## src/sampler_pkg.sv

```systemverilog
// Constants, register map and carrier types for the photometric sample sequencer.
// Assumes a single 10 MHz system clock and a decoded 16-bit register port.
package sampler_pkg;

    // ==========================================================
    // Register map
    localparam logic [7:0] REG_MODE        = 8'h10;
    localparam logic [7:0] REG_PERIOD      = 8'h12;
    localparam logic [7:0] REG_SLOT_BASE   = 8'h20;
    localparam logic [7:0] REG_SLOT_STRIDE = 8'h08;
    localparam logic [7:0] REG_DATA_BASE   = 8'h40;
    localparam logic [7:0] REG_STATUS      = 8'h44;

    // Slot register field offsets within a slot block
    localparam logic [2:0] F_PULSE_CNT = 3'h0;
    localparam logic [2:0] F_AVG       = 3'h1;
    localparam logic [2:0] F_PULSE_DLY = 3'h2;
    localparam logic [2:0] F_PULSE_WID = 3'h3;
    localparam logic [2:0] F_INT_DLY   = 3'h4;
    localparam logic [2:0] F_INT_WID   = 3'h5;
    localparam int         AVG_FIFO_EN_BIT = 8;

    // ==========================================================
    // Operating modes and reset values
    localparam logic [1:0]  MODE_STANDBY = 2'h0;
    localparam logic [1:0]  MODE_PROGRAM = 2'h1;
    localparam logic [1:0]  MODE_NORMAL  = 2'h2;
    localparam logic [15:0] MODE_RESET   = 16'h0000;
    localparam logic [15:0] PERIOD_RESET = 16'h0020;

    // ==========================================================
    // Timing
    localparam int CLK_HZ         = 10_000_000;
    localparam int CLK_PERIOD_PS  = 100_000;
    localparam int SR_CLK_HZ      = 32_000;
    localparam int SR_DIV_CYC     = CLK_HZ / SR_CLK_HZ;
    localparam int TICK_PS        = 6_250;
    localparam int STEP_PS        = 31_250;
    localparam int US_PS          = 1_000_000;
    localparam int WINDOW_BASE_US = 9;
    localparam int TICKS_PER_CYC  = CLK_PERIOD_PS / TICK_PS;
    localparam int STEP_TICKS     = STEP_PS / TICK_PS;
    localparam int US_TICKS       = US_PS / TICK_PS;

    // ==========================================================
    // Datapath widths
    localparam int NUM_SLOTS = 2;
    localparam int ADC_W     = 14;
    localparam int SAMPLE_W  = 20;
    localparam int ACC_W     = 22;
    localparam int AVG_W     = 27;
    localparam int OUT_W     = 32;
    localparam int T_W       = 18;
    localparam logic [SAMPLE_W-1:0] SAT_MAX = 20'hF_FFFF;

    // ==========================================================
    // Carriers
    typedef struct packed {
        logic [7:0]  pulse_cnt;
        logic        fifo_en;
        logic [2:0]  avg_log2;
        logic [7:0]  pulse_dly;
        logic [7:0]  pulse_wid;
        logic [10:0] int_dly;
        logic [7:0]  int_wid;
    } slot_cfg_s;

    typedef struct packed {
        logic [OUT_W-1:0] word;
        logic             slot;
    } fifo_word_s;

    typedef enum {ST_IDLE, ST_PULSE, ST_CONV, ST_FINISH} seq_state_e;

endpackage : sampler_pkg

```

## src/photometric_sample_sequencer.sv

```systemverilog
// Mode control, pulse/window timing and sample datapath of the optical front end.
// Assumes ADC results and register strobes come from logic on the same clock.
`timescale 1ns/10ps
module photometric_sample_sequencer
    import sampler_pkg::*;
(
    // Clock and reset
    input  wire logic              clk_sys_in,
    input  wire logic              rst_in,
    // Register port
    input  wire logic [7:0]        reg_addr_in,
    input  wire logic              reg_wr_in,
    input  wire logic [15:0]       reg_wdata_in,
    input  wire logic              reg_rd_in,
    output logic      [15:0]       reg_rdata_out,
    // Converter
    input  wire logic              adc_valid_in,
    input  wire logic [ADC_W-1:0]  adc_data_in,
    // Front-end timing
    output logic                   led_pulse_out,
    output logic                   window_out,
    // FIFO write side
    output logic                   fifo_valid_out,
    output fifo_word_s             fifo_out
);

    // ==========================================================
    // Registers
    logic [15:0]         mode_q;
    logic [15:0]         period_q;
    slot_cfg_s           cfg_q [NUM_SLOTS];
    logic [T_W-1:0]      pulse_start_t [NUM_SLOTS];
    logic [T_W-1:0]      pulse_end_t [NUM_SLOTS];
    logic [T_W-1:0]      win_start_t [NUM_SLOTS];
    logic [T_W-1:0]      win_end_t [NUM_SLOTS];
    logic [NUM_SLOTS-1:0] cfg_bad;
    logic [NUM_SLOTS-1:0] fifo_ok;

    always_ff @(posedge clk_sys_in) begin
        if (rst_in) begin
            mode_q   <= MODE_RESET;
            period_q <= PERIOD_RESET;
        end else if (reg_wr_in && reg_addr_in == REG_MODE) begin
            mode_q   <= reg_wdata_in;
        end else if (reg_wr_in && reg_addr_in == REG_PERIOD) begin
            period_q <= reg_wdata_in;
        end
    end

    genvar s;
    generate
        for (s = 0; s < NUM_SLOTS; s++) begin : g_slot
            localparam logic [7:0] BASE = REG_SLOT_BASE + 8'(s * REG_SLOT_STRIDE);
            logic hit;
            assign hit = reg_wr_in && reg_addr_in[7:3] == BASE[7:3];
            always_ff @(posedge clk_sys_in) begin
                if (rst_in) begin
                    cfg_q[s] <= '0;
                    cfg_q[s].pulse_cnt <= 8'h01;
                end else if (hit) begin
                    unique case (reg_addr_in[2:0])
                        F_PULSE_CNT: cfg_q[s].pulse_cnt <= reg_wdata_in[7:0];
                        F_AVG: begin
                            cfg_q[s].avg_log2 <= reg_wdata_in[2:0];
                            cfg_q[s].fifo_en  <= reg_wdata_in[AVG_FIFO_EN_BIT];
                        end
                        F_PULSE_DLY: cfg_q[s].pulse_dly <= reg_wdata_in[7:0];
                        F_PULSE_WID: cfg_q[s].pulse_wid <= reg_wdata_in[7:0];
                        F_INT_DLY:   cfg_q[s].int_dly   <= reg_wdata_in[10:0];
                        F_INT_WID:   cfg_q[s].int_wid   <= reg_wdata_in[7:0];
                        default: ;
                    endcase
                end
            end
            // Timeline in 6.25 ns ticks
            assign pulse_start_t[s] = T_W'(cfg_q[s].pulse_dly * US_TICKS);
            assign pulse_end_t[s]   = T_W'((cfg_q[s].pulse_dly + cfg_q[s].pulse_wid) * US_TICKS);
            assign win_end_t[s]     = T_W'(WINDOW_BASE_US * US_TICKS
                                      + cfg_q[s].int_dly * STEP_TICKS
                                      + cfg_q[s].int_wid * US_TICKS);
            assign win_start_t[s]   = win_end_t[s] - T_W'(cfg_q[s].int_wid * US_TICKS);
            assign cfg_bad[s]       = (win_end_t[s] < pulse_end_t[s])
                                      || (cfg_q[s].int_wid < cfg_q[s].pulse_wid);
        end
    endgenerate

    // Equal factors let both slots feed the FIFO, else slot A only, or slot B alone when slot A's FIFO bit is clear
    assign fifo_ok[0] = cfg_q[0].fifo_en;
    assign fifo_ok[1] = cfg_q[1].fifo_en
                        && (!cfg_q[0].fifo_en || cfg_q[0].avg_log2 == cfg_q[1].avg_log2);

    // ==========================================================
    // Sample-rate clock and period timer
    logic [15:0] sr_div_q;
    logic [15:0] period_cnt_q;
    logic        sr_tick;
    logic        period_tick;

    assign sr_tick     = sr_div_q == 16'(SR_DIV_CYC - 1);
    assign period_tick = sr_tick && period_cnt_q >= period_q;

    always_ff @(posedge clk_sys_in) begin
        if (rst_in || sr_tick) begin
            sr_div_q <= '0;
        end else begin
            sr_div_q <= sr_div_q + 16'h0001;
        end
    end

    always_ff @(posedge clk_sys_in) begin
        if (rst_in || period_tick) begin
            period_cnt_q <= '0;
        end else if (sr_tick) begin
            period_cnt_q <= period_cnt_q + 16'h0001;
        end
    end

    // ==========================================================
    // Pulse sequencer
    seq_state_e          state_q;
    logic                slot_q;
    logic [T_W-1:0]      t_q;
    logic [7:0]          pulse_n_q;
    logic [ACC_W-1:0]    acc_q;
    logic [SAMPLE_W-1:0] sample_sat;
    logic [T_W-1:0]      seq_end_t;
    logic                normal;

    assign normal     = mode_q[1:0] == MODE_NORMAL;
    assign seq_end_t  = (win_end_t[slot_q] > pulse_end_t[slot_q]) ? win_end_t[slot_q] : pulse_end_t[slot_q];
    assign sample_sat = (acc_q > ACC_W'(SAT_MAX)) ? SAT_MAX : acc_q[SAMPLE_W-1:0];

    always_ff @(posedge clk_sys_in) begin
        if (rst_in || !normal) begin
            state_q <= ST_IDLE;
            slot_q  <= 1'b0;
            t_q     <= '0;
            pulse_n_q <= '0;
            acc_q   <= '0;
        end else begin
            unique case (state_q)
                ST_IDLE: if (period_tick) begin
                    state_q   <= ST_PULSE;
                    slot_q    <= 1'b0;
                    t_q       <= '0;
                    pulse_n_q <= '0;
                    acc_q     <= '0;
                end
                ST_PULSE: begin
                    t_q <= t_q + T_W'(TICKS_PER_CYC);
                    if (t_q >= seq_end_t) begin
                        state_q <= ST_CONV;
                    end
                end
                ST_CONV: if (adc_valid_in) begin
                    acc_q     <= acc_q + ACC_W'(adc_data_in);
                    pulse_n_q <= pulse_n_q + 8'h01;
                    t_q       <= '0;
                    state_q   <= (pulse_n_q + 8'h01 >= cfg_q[slot_q].pulse_cnt) ? ST_FINISH : ST_PULSE;
                end
                ST_FINISH: begin
                    t_q       <= '0;
                    pulse_n_q <= '0;
                    acc_q     <= '0;
                    slot_q    <= 1'b1;
                    state_q   <= slot_q ? ST_IDLE : ST_PULSE;
                end
            endcase
        end
    end

    // Pulse and window gates are driven only in ST_PULSE; conversions are summed later, in ST_CONV
    always_ff @(posedge clk_sys_in) begin
        if (rst_in || !normal || state_q != ST_PULSE) begin
            led_pulse_out <= 1'b0;
            window_out    <= 1'b0;
        end else begin
            led_pulse_out <= t_q >= pulse_start_t[slot_q] && t_q < pulse_end_t[slot_q];
            window_out    <= t_q >= win_start_t[slot_q] && t_q < win_end_t[slot_q];
        end
    end

    // ==========================================================
    // Inter-sample averaging and outputs
    logic [AVG_W-1:0] avg_sum_q [NUM_SLOTS];
    logic [7:0]       avg_cnt_q [NUM_SLOTS];
    logic [OUT_W-1:0] out_q [NUM_SLOTS];
    logic [AVG_W-1:0] new_sum;
    logic             avg_done;

    assign new_sum  = avg_sum_q[slot_q] + AVG_W'(sample_sat);
    assign avg_done = avg_cnt_q[slot_q] == 8'((1 << cfg_q[slot_q].avg_log2) - 1);

    always_ff @(posedge clk_sys_in) begin
        if (rst_in) begin
            for (int i = 0; i < NUM_SLOTS; i++) begin
                avg_sum_q[i] <= '0;
                avg_cnt_q[i] <= '0;
                out_q[i]     <= '0;
            end
        end else if (state_q == ST_FINISH && normal) begin
            if (avg_done) begin
                out_q[slot_q]     <= OUT_W'(new_sum);
                avg_sum_q[slot_q] <= '0;
                avg_cnt_q[slot_q] <= '0;
            end else begin
                avg_sum_q[slot_q] <= new_sum;
                avg_cnt_q[slot_q] <= avg_cnt_q[slot_q] + 8'h01;
            end
        end
    end

    always_ff @(posedge clk_sys_in) begin
        if (rst_in) begin
            fifo_valid_out <= 1'b0;
            fifo_out       <= '0;
        end else begin
            fifo_valid_out <= state_q == ST_FINISH && normal && avg_done && fifo_ok[slot_q];
            fifo_out.word  <= OUT_W'(new_sum >> cfg_q[slot_q].avg_log2);
            fifo_out.slot  <= slot_q;
        end
    end

    // ==========================================================
    // Register read-back
    always_ff @(posedge clk_sys_in) begin
        if (rst_in) begin
            reg_rdata_out <= '0;
        end else if (reg_rd_in) begin
            unique case (reg_addr_in)
                REG_MODE:                reg_rdata_out <= mode_q;
                REG_PERIOD:              reg_rdata_out <= period_q;
                REG_DATA_BASE:           reg_rdata_out <= out_q[0][15:0];
                REG_DATA_BASE + 8'h01:   reg_rdata_out <= out_q[0][31:16];
                REG_DATA_BASE + 8'h02:   reg_rdata_out <= out_q[1][15:0];
                REG_DATA_BASE + 8'h03:   reg_rdata_out <= out_q[1][31:16];
                REG_STATUS:              reg_rdata_out <= {12'h000, fifo_ok, cfg_bad};
                default:                 reg_rdata_out <= '0;
            endcase
        end
    end
endmodule : photometric_sample_sequencer

```

## config.mk

```make
export PLATFORM = sky130hd
export DESIGN_NAME = photometric_sample_sequencer
export DESIGN_NICKNAME = d
export VERILOG_FILES = /design/src/sampler_pkg.sv /design/src/photometric_sample_sequencer.sv
export SDC_FILE = /design/constraint.sdc
export NUM_CORES = 1
export LEC_CHECK = 0
export BUFFER_PORTS_ARGS = -buffer_cell sky130_fd_sc_hd__clkbuf_2
export CORE_MARGIN = 8
export CORE_UTILIZATION = 48
export CTS_CLUSTER_DIAMETER = 60
export DETAILED_ROUTE_END_ITERATION = 10
export GPL_ROUTABILITY_DRIVEN = 0
export MAX_ROUTING_LAYER = met4
export PLACE_DENSITY_LB_ADDON = 0.12
export SLEW_MARGIN = 0
export SYNTH_ARGS = -nofsm -noshare
export SYNTH_HDL_FRONTEND = slang
export SYNTH_SLANG_ARGS = --single-unit
```

## constraint.sdc

```tcl
create_clock -name clk_sys_in -period 9.2 [get_ports clk_sys_in]
set_clock_uncertainty 0.2 [all_clocks]
set_input_delay 2.3 -clock clk_sys_in [delete_from_list [all_inputs] [get_ports clk_sys_in]]
set_output_delay 2.3 -clock clk_sys_in [all_outputs]
set_load 0.1 [all_outputs]
```

* Yosys cells after proc, flatten, opt, wreduce, memory -nomap -nowiden
Memories as Yosys holds them, arrays and structs flattened. A register that Yosys moved wholly into a read port is not among the register bits.
Index checks and enable logic that the tools add are counted.
** Word-level totals
- Register bits :: 197
- Memory bits (writable) :: 218
- Input bits :: 43
- Output and inout port bits :: 52
- Word-level logic and storage cells :: 257
- Memories kept :: 4
** Cells by class
- $add $sub $neg :: 16
- Multiply operators :: 8
- Magnitude comparators :: 15
- Equal/unequal tests :: 26
- Shift operators :: 2
- Mux-type cells :: 119
- Bitwise gates (word level) :: 20
- Reductions and logical operators :: 32
** Memories
- cfg_q :: words 2, bits a word 47, rd ports 3, clocked after Yosys merged registers in 1, write ports 2, RTL line photometric_sample_sequencer.sv:31 : slot_cfg_s cfg_q [NUM_SLOTS];
- avg_sum_q :: words 2, bits a word 27, rd ports 1, clocked after Yosys merged registers in 1, write ports 2, RTL line photometric_sample_sequencer.sv:185 : logic [AVG_W-1:0] avg_sum_q [NUM_SLOTS];
- out_q :: words 2, bits a word 27, rd ports 2, clocked after Yosys merged registers in 0, write ports 2, RTL line photometric_sample_sequencer.sv:187 : logic [OUT_W-1:0] out_q [NUM_SLOTS];
- avg_cnt_q :: words 2, bits a word 8, rd ports 1, clocked after Yosys merged registers in 1, write ports 2, RTL line photometric_sample_sequencer.sv:186 : logic [7:0] avg_cnt_q [NUM_SLOTS];
** Operators with widths (count)
- 2-to-1 mux 18 bit :: 12
- case mux 32 bit (4 select lines) :: 1
- 2-to-1 mux 8 bit :: 14
- case mux 16 bit (7 select lines) :: 1
- 2-to-1 mux 32 bit :: 3
- 2-to-1 mux 27 bit :: 3
- case mux 18 bit (4 select lines) :: 1
- 2-to-1 mux 1 bit :: 70
- case mux 22 bit (3 select lines) :: 1
- == test 32 x 2 -> 1 bit, second input constant :: 2
- greater-or-equal comparator 18 bit :: 3
- OR reduction 27 bit :: 2
- multiplier 8 x 3 -> 11 bit, second input constant :: 4
- 2-to-1 mux 22 bit :: 2
- == test 8 x 7 -> 1 bit, second input constant :: 5
- < comparator 18 bit :: 2
- subtractor 17 x 16 -> 18 bit :: 2
- adder 15 x 16 -> 17 bit :: 2
- < comparator 17 bit :: 2
- 2-to-1 mux 17 bit :: 2
- adder 16 x 1 -> 16 bit, second input constant :: 2
- == test 32 x 1 -> 1 bit, second input constant :: 1
- == test 32 x 3 -> 1 bit, second input constant :: 1
- zero test 32 bit :: 1
- other kinds (48) :: 99

* Depth between registers and ports, before layout
An unclocked memory read counts as a cell.
- Depth in word-level cells :: 12
- Gate-level depth with buffers :: 37
- Mapped depth without buffers :: 35

* Worst setup path before layout
OpenSTA, ideal clock, no wires.
- Path type :: register to register
- Start point :: memory cfg_q[0][1] in the netlist's numbering
- End point :: register state_q[1]
- Library setup time :: 0.117 ns
- Arrival :: 6.985 ns
- Required time :: 8.883 ns
- Slack :: 1.898 ns
- Stages on the path, launching flop included :: 37
- Buffers on the path :: 2
- Period minus slack after synthesis :: 7.302 ns
- Path through :: edfxtp_1 ha_1 ha_1 inv_1 fa_1 inv_1 fa_1 ha_1 ha_1 o21a_1 o31a_1 o31a_1 o21ai_0 nand2b_1 a211o_1 ha_1 mux2i_1 ha_1 a21o_1 a21oi_1 o21ai_0 a21oi_1 a41o_1 clkbuf_1 clkbuf_1 nand2_1 o21ai_0 ha_1 a21o_1 a21o_1 a21oi_1 nand3_1 nor2_1 a21oi_1 o31ai_1 o21ai_0 o2bb2ai_1
** RTL lines
- from (decl) :: RTL line photometric_sample_sequencer.sv:31
- to (signal assigned) :: RTL line photometric_sample_sequencer.sv:159 : state_q <= (pulse_n_q + 8'h01 >= cfg_q[slot_q].pulse_cnt) ? ST_FINISH : ST_PULSE;
- to (signal assigned) :: RTL line photometric_sample_sequencer.sv:166 : state_q <= slot_q ? ST_IDLE : ST_PULSE;
- to (decl) :: RTL line photometric_sample_sequencer.sv:120 : seq_state_e state_q;

==> results by group <==
Synthesis
  – Seq/Total Area, Yosys: a little over a third
  – Mapped Cells: approximately 2,900
  – EDFF count, synth: between 200 and 250
  – Syn Std Cell Area: approximately 27,000 µm²
  – YS warnings: 0
  – Ys flop type: edfxtp_1
  – Flops & latches, synth: approximately 380
  – Post-synth ARST share: 0%
  – Synth Area per Inst: 9.440 µm²
  – Distinct cells, synth: 99

Global route
  – Initial antenna violation count: 2
  – M2 GR Usage: between 40% and 50%
  – Vias in the first global route: between 20,000 and 25,000
  – Pin count of the biggest net entering global routing: 63
  – GR Util met1: roughly 28%
  – M3 GR Usage: under 10%
  – GRT Overall Usage: 23.47%
  – First-pass GRT wire length: 116.5 mm
  – Gr busiest metal: met2
  – GRT overflow: 0

Timing
  – Setup TNS: 0 ns
  – Max-slew violations: 0
  – Worst slew margin: between 10% and 20%
  – Achievable clock frequency: between 100 and 150 MHz
  – Measured slew at the worst slew-check pin: about 1.2 ns
  – Hold WS: 0.2579 ns
  – Setup Viol. Count Final: 0
  – Period Utilization, post-route: between 80% and 90%
  – Unrepaired setup endpoints after global routing: no
  – Final Hold Fails: 0
  – Tmin final: ~8 ns

Detailed routing
  – Vias/cell: roughly 5.7
  – Drt first-iter violations: 1,116
  – Vias after detailed routing: roughly 21,000
  – Pre-antenna DRT Iters: 5
  – Post-route ant nets: 0
  – Detailed-route DRC error count: 0
  – Final WL: around 74 mm
  – Avg WL per Cell: around 20 µm

Setup path
  – CP endpoint kind: register
  – Worst-case reg-to-reg path depth: 31
  – Crit-path slowest cell: a41o_1
  – Maximum fanout along the worst path: 19
  – Critical path startpoint category: register
  – Reg2reg start: cfg_q[1][1]
  – Slowest stage delay, CP: 0.52 ns
  – Worst path required time: between 9 and 10 ns
  – Most frequent cell on the critical path: ha_1
  – Crit path DAT: approximately 8.3 ns
  – FF-to-FF setup slack: between 1 and 1.5 ns
  – RR Endpoint: state_q[1]
  – Setup CP Type: register to register

Placement
  – IO Port Bufs: between 80 and 90
  – Post-DP Area: between 20,000 and 30,000 µm²
  – Dpl hpwl: around 57 mm

Clock network
  – Clock Latency Late Sink: roughly 0.58 ns
  – CTS buffer count: 43
  – Clock Sinks: 377
  – Root Buffer: clkbuf_16
  – Cts repair resizes: 0
  – Setup Buffers After CTS: 0
  – H-tree depth: 2
  – Hold-fix buffers at CTS: 0
  – TritonCTS clock tree: yes
  – Clock transition at the registers of the reported paths: roughly 0.060 ns
  – Worst-case clock buffer depth: 3

Run status
  – Status: finished, final reports clean

Layout
  – Syn-to-layout area delta: 10.05%
  – Share of cells above drive strength 1: under 10%
  – Fin area: around 30,000 µm²
  – Fillers: roughly 5,200
  – Fin nets: between 3,000 and 4,000

Worst hold path
  – Worst Hold Depth: 2
  – Hold EP: mode_q[4]
  – Worst Hold Class: register to register
  – Worst hold start: mode_q[4]

Floorplan
  – # IOs: 95
  – Core area: between 50,000 and 60,000 µm²
  – Initial Util: 48.24%
  – Die X: around 250 µm
  – Row Count: 87
  – DIE HEIGHT: approximately 250 µm
  – DIE AREA: roughly 64,000 µm²

Power
  – Leakage power: 12.60 nW
  – Pwr/cell area: ~220 nW/µm²
  – Power consumption: roughly 6.7 mW
  – VDD IR-drop max: about 0.00024 V

Job
  – Max-Cap Viols: 0
[cells in the final DEF, fill, tap and decap left out, types with 10 or more instances in the layout]
cell type,netlist,final
mux2i_1,57,55
nand2b_1,22,22
clkbuf_2,1,89
or3_1,37,37
nor2b_1,30,30
ha_1,335,335
a22oi_1,41,41
nand3_1,54,54
xnor2_1,89,89
o21a_1,22,22
dfxtp_1,159,157
o21bai_1,28,28
and2_1,105,105
mux2_2,51,51
a211oi_1,18,18
a21o_1,67,67
a31oi_1,19,19
nand2_1,209,209
and3_1,23,23
xor2_1,75,75
nand4_1,20,20
clkbuf_1,69,10
inv_1,187,187
o211ai_1,15,15
clkbuf_16,0,45
buf_4,7,31
fa_1,34,34
o21ai_0,121,121
edfxtp_1,218,218
nor3_1,41,41
a21oi_1,193,193
a22o_1,10,10
nor2_1,320,320
[synth_stat cells (all sizes together), types with 34 or more instances]
cell type | number | area, µm²
fa | 34 | 680.7
or3 | 37 | 231.5
nor3 | 42 | 215.2
o21ai | 124 | 620.6
and2 | 105 | 656.9
mux2i | 60 | 629.3
mux2 | 51 | 574.3
a21o | 67 | 503.0
clkbuf | 70 | 264.0
inv | 187 | 701.9
xor2 | 75 | 656.9
edfxtp | 218 | 6546
xnor2 | 91 | 823.3
ha | 335 | 4192
nor2 | 322 | 1219
a21oi | 194 | 974.7
nand2 | 209 | 784.5
a22oi | 41 | 307.8
nand3 | 56 | 290.3
dfxtp | 159 | 3183
[cell type report]
cell class | instances | area (µm²) | share of cell area, %
flip-flops and latches | 377 | 9732 | 32.77
diodes | 2 | 5.005 | 0.01685
repair buffers | 120 | 678.2 | 2.283
well taps | 756 | 945.9 | 3.185
clock buffers | 63 | 1267 | 4.268
multi-input cells | 2198 | 16140 | 54.35
clock inverters | 17 | 224.0 | 0.7541
inverters | 188 | 705.7 | 2.376
[cells by family after synthesis]
kind of cell | Yosys count | synth area share (%)
AND/OR/NAND/NOR | 909 | 16.19
XOR/XNOR | 166 | 5.485
other | 1 | 0.01389
AO/OA/AOI/OAI | 638 | 15.46
adder cells (fa/ha/maj) | 369 | 18.05
flip-flops | 377 | 36.05
buffers and inverters | 288 | 4.288
multiplexers | 111 | 4.460
[state kept, by name (all words and copies together), names as in the netlist, named ones only]
name            count
mode_q             16
reg_rdata_out      16
acc_q              22
fifo_out           28
t_q                14
pulse_n_q           8
period_cnt_q       16
window_out          1
period_q           16
avg_sum_q          54
state_q             2
led_pulse_out       1
cfg_q              94
sr_div_q           16
avg_cnt_q          16
slot_q              1
out_q              54
fifo_valid_out      1
[routing by layer]
metal	routed length [µm]	vias up
met4	3238	0
li1	-	10370
met2	36990	482
met3	2959	163
met1	30940	10100
met5	0	-
[per-stage QoR]
| stage | std cells | util [%] | setup WS, ns |
|---|---|---|---|
| detailed placement | 3639 | 50.41 | 1.124 |
| finish | 3721 | 53.08 | 1.115 |
| global route | 3721 | 53.08 | 0.4601 |
| global placement | 3639 | 50.41 | 1.313 |
| floorplan | 2863 | - | 1.898 |
| CTS | 3719 | 53.07 | 1.125 |
[power by group]
group | switching [mW] | total (mW) | internal [mW] | leakage, nW
registers | 0.0363 | 1.88 | 1.84 | 3.36
clock network | 0.717 | 1.80 | 1.08 | 0.735
logic | 1.82 | 2.98 | 1.16 | 8.51
total | 2.58 | 6.66 | 4.08 | 12.6
[critical path: cells and delay by family, from the launching register on]
family                   cells  cell delay (ns)
flip-flops                   1             0.50
multiplexers                 2             0.65
AND/OR/NAND/NOR              2             0.24
AO/OA/AOI/OAI               16             3.34
adder cells (fa/ha/maj)      9             2.91
buffers and inverters        2             0.11
[worst max-delay path by stage]
| stage | start | endpoint | slack, ns |
|---|---|---|---|
| after global placement | cfg_q[1][1] | state_q[1] | 1.31 |
| final | cfg_q[1][1] | state_q[1] | 1.11 |
| after CTS | cfg_q[1][1] | state_q[1] | 1.12 |
| after global routing | cfg_q[0][1] | state_q[1] | 0.46 |
| after floorplan | cfg_q[0][1] | state_q[1] | 1.90 |
| after detailed placement | cfg_q[1][1] | state_q[1] | 1.12 |
(Power assumes the default switching activity.)
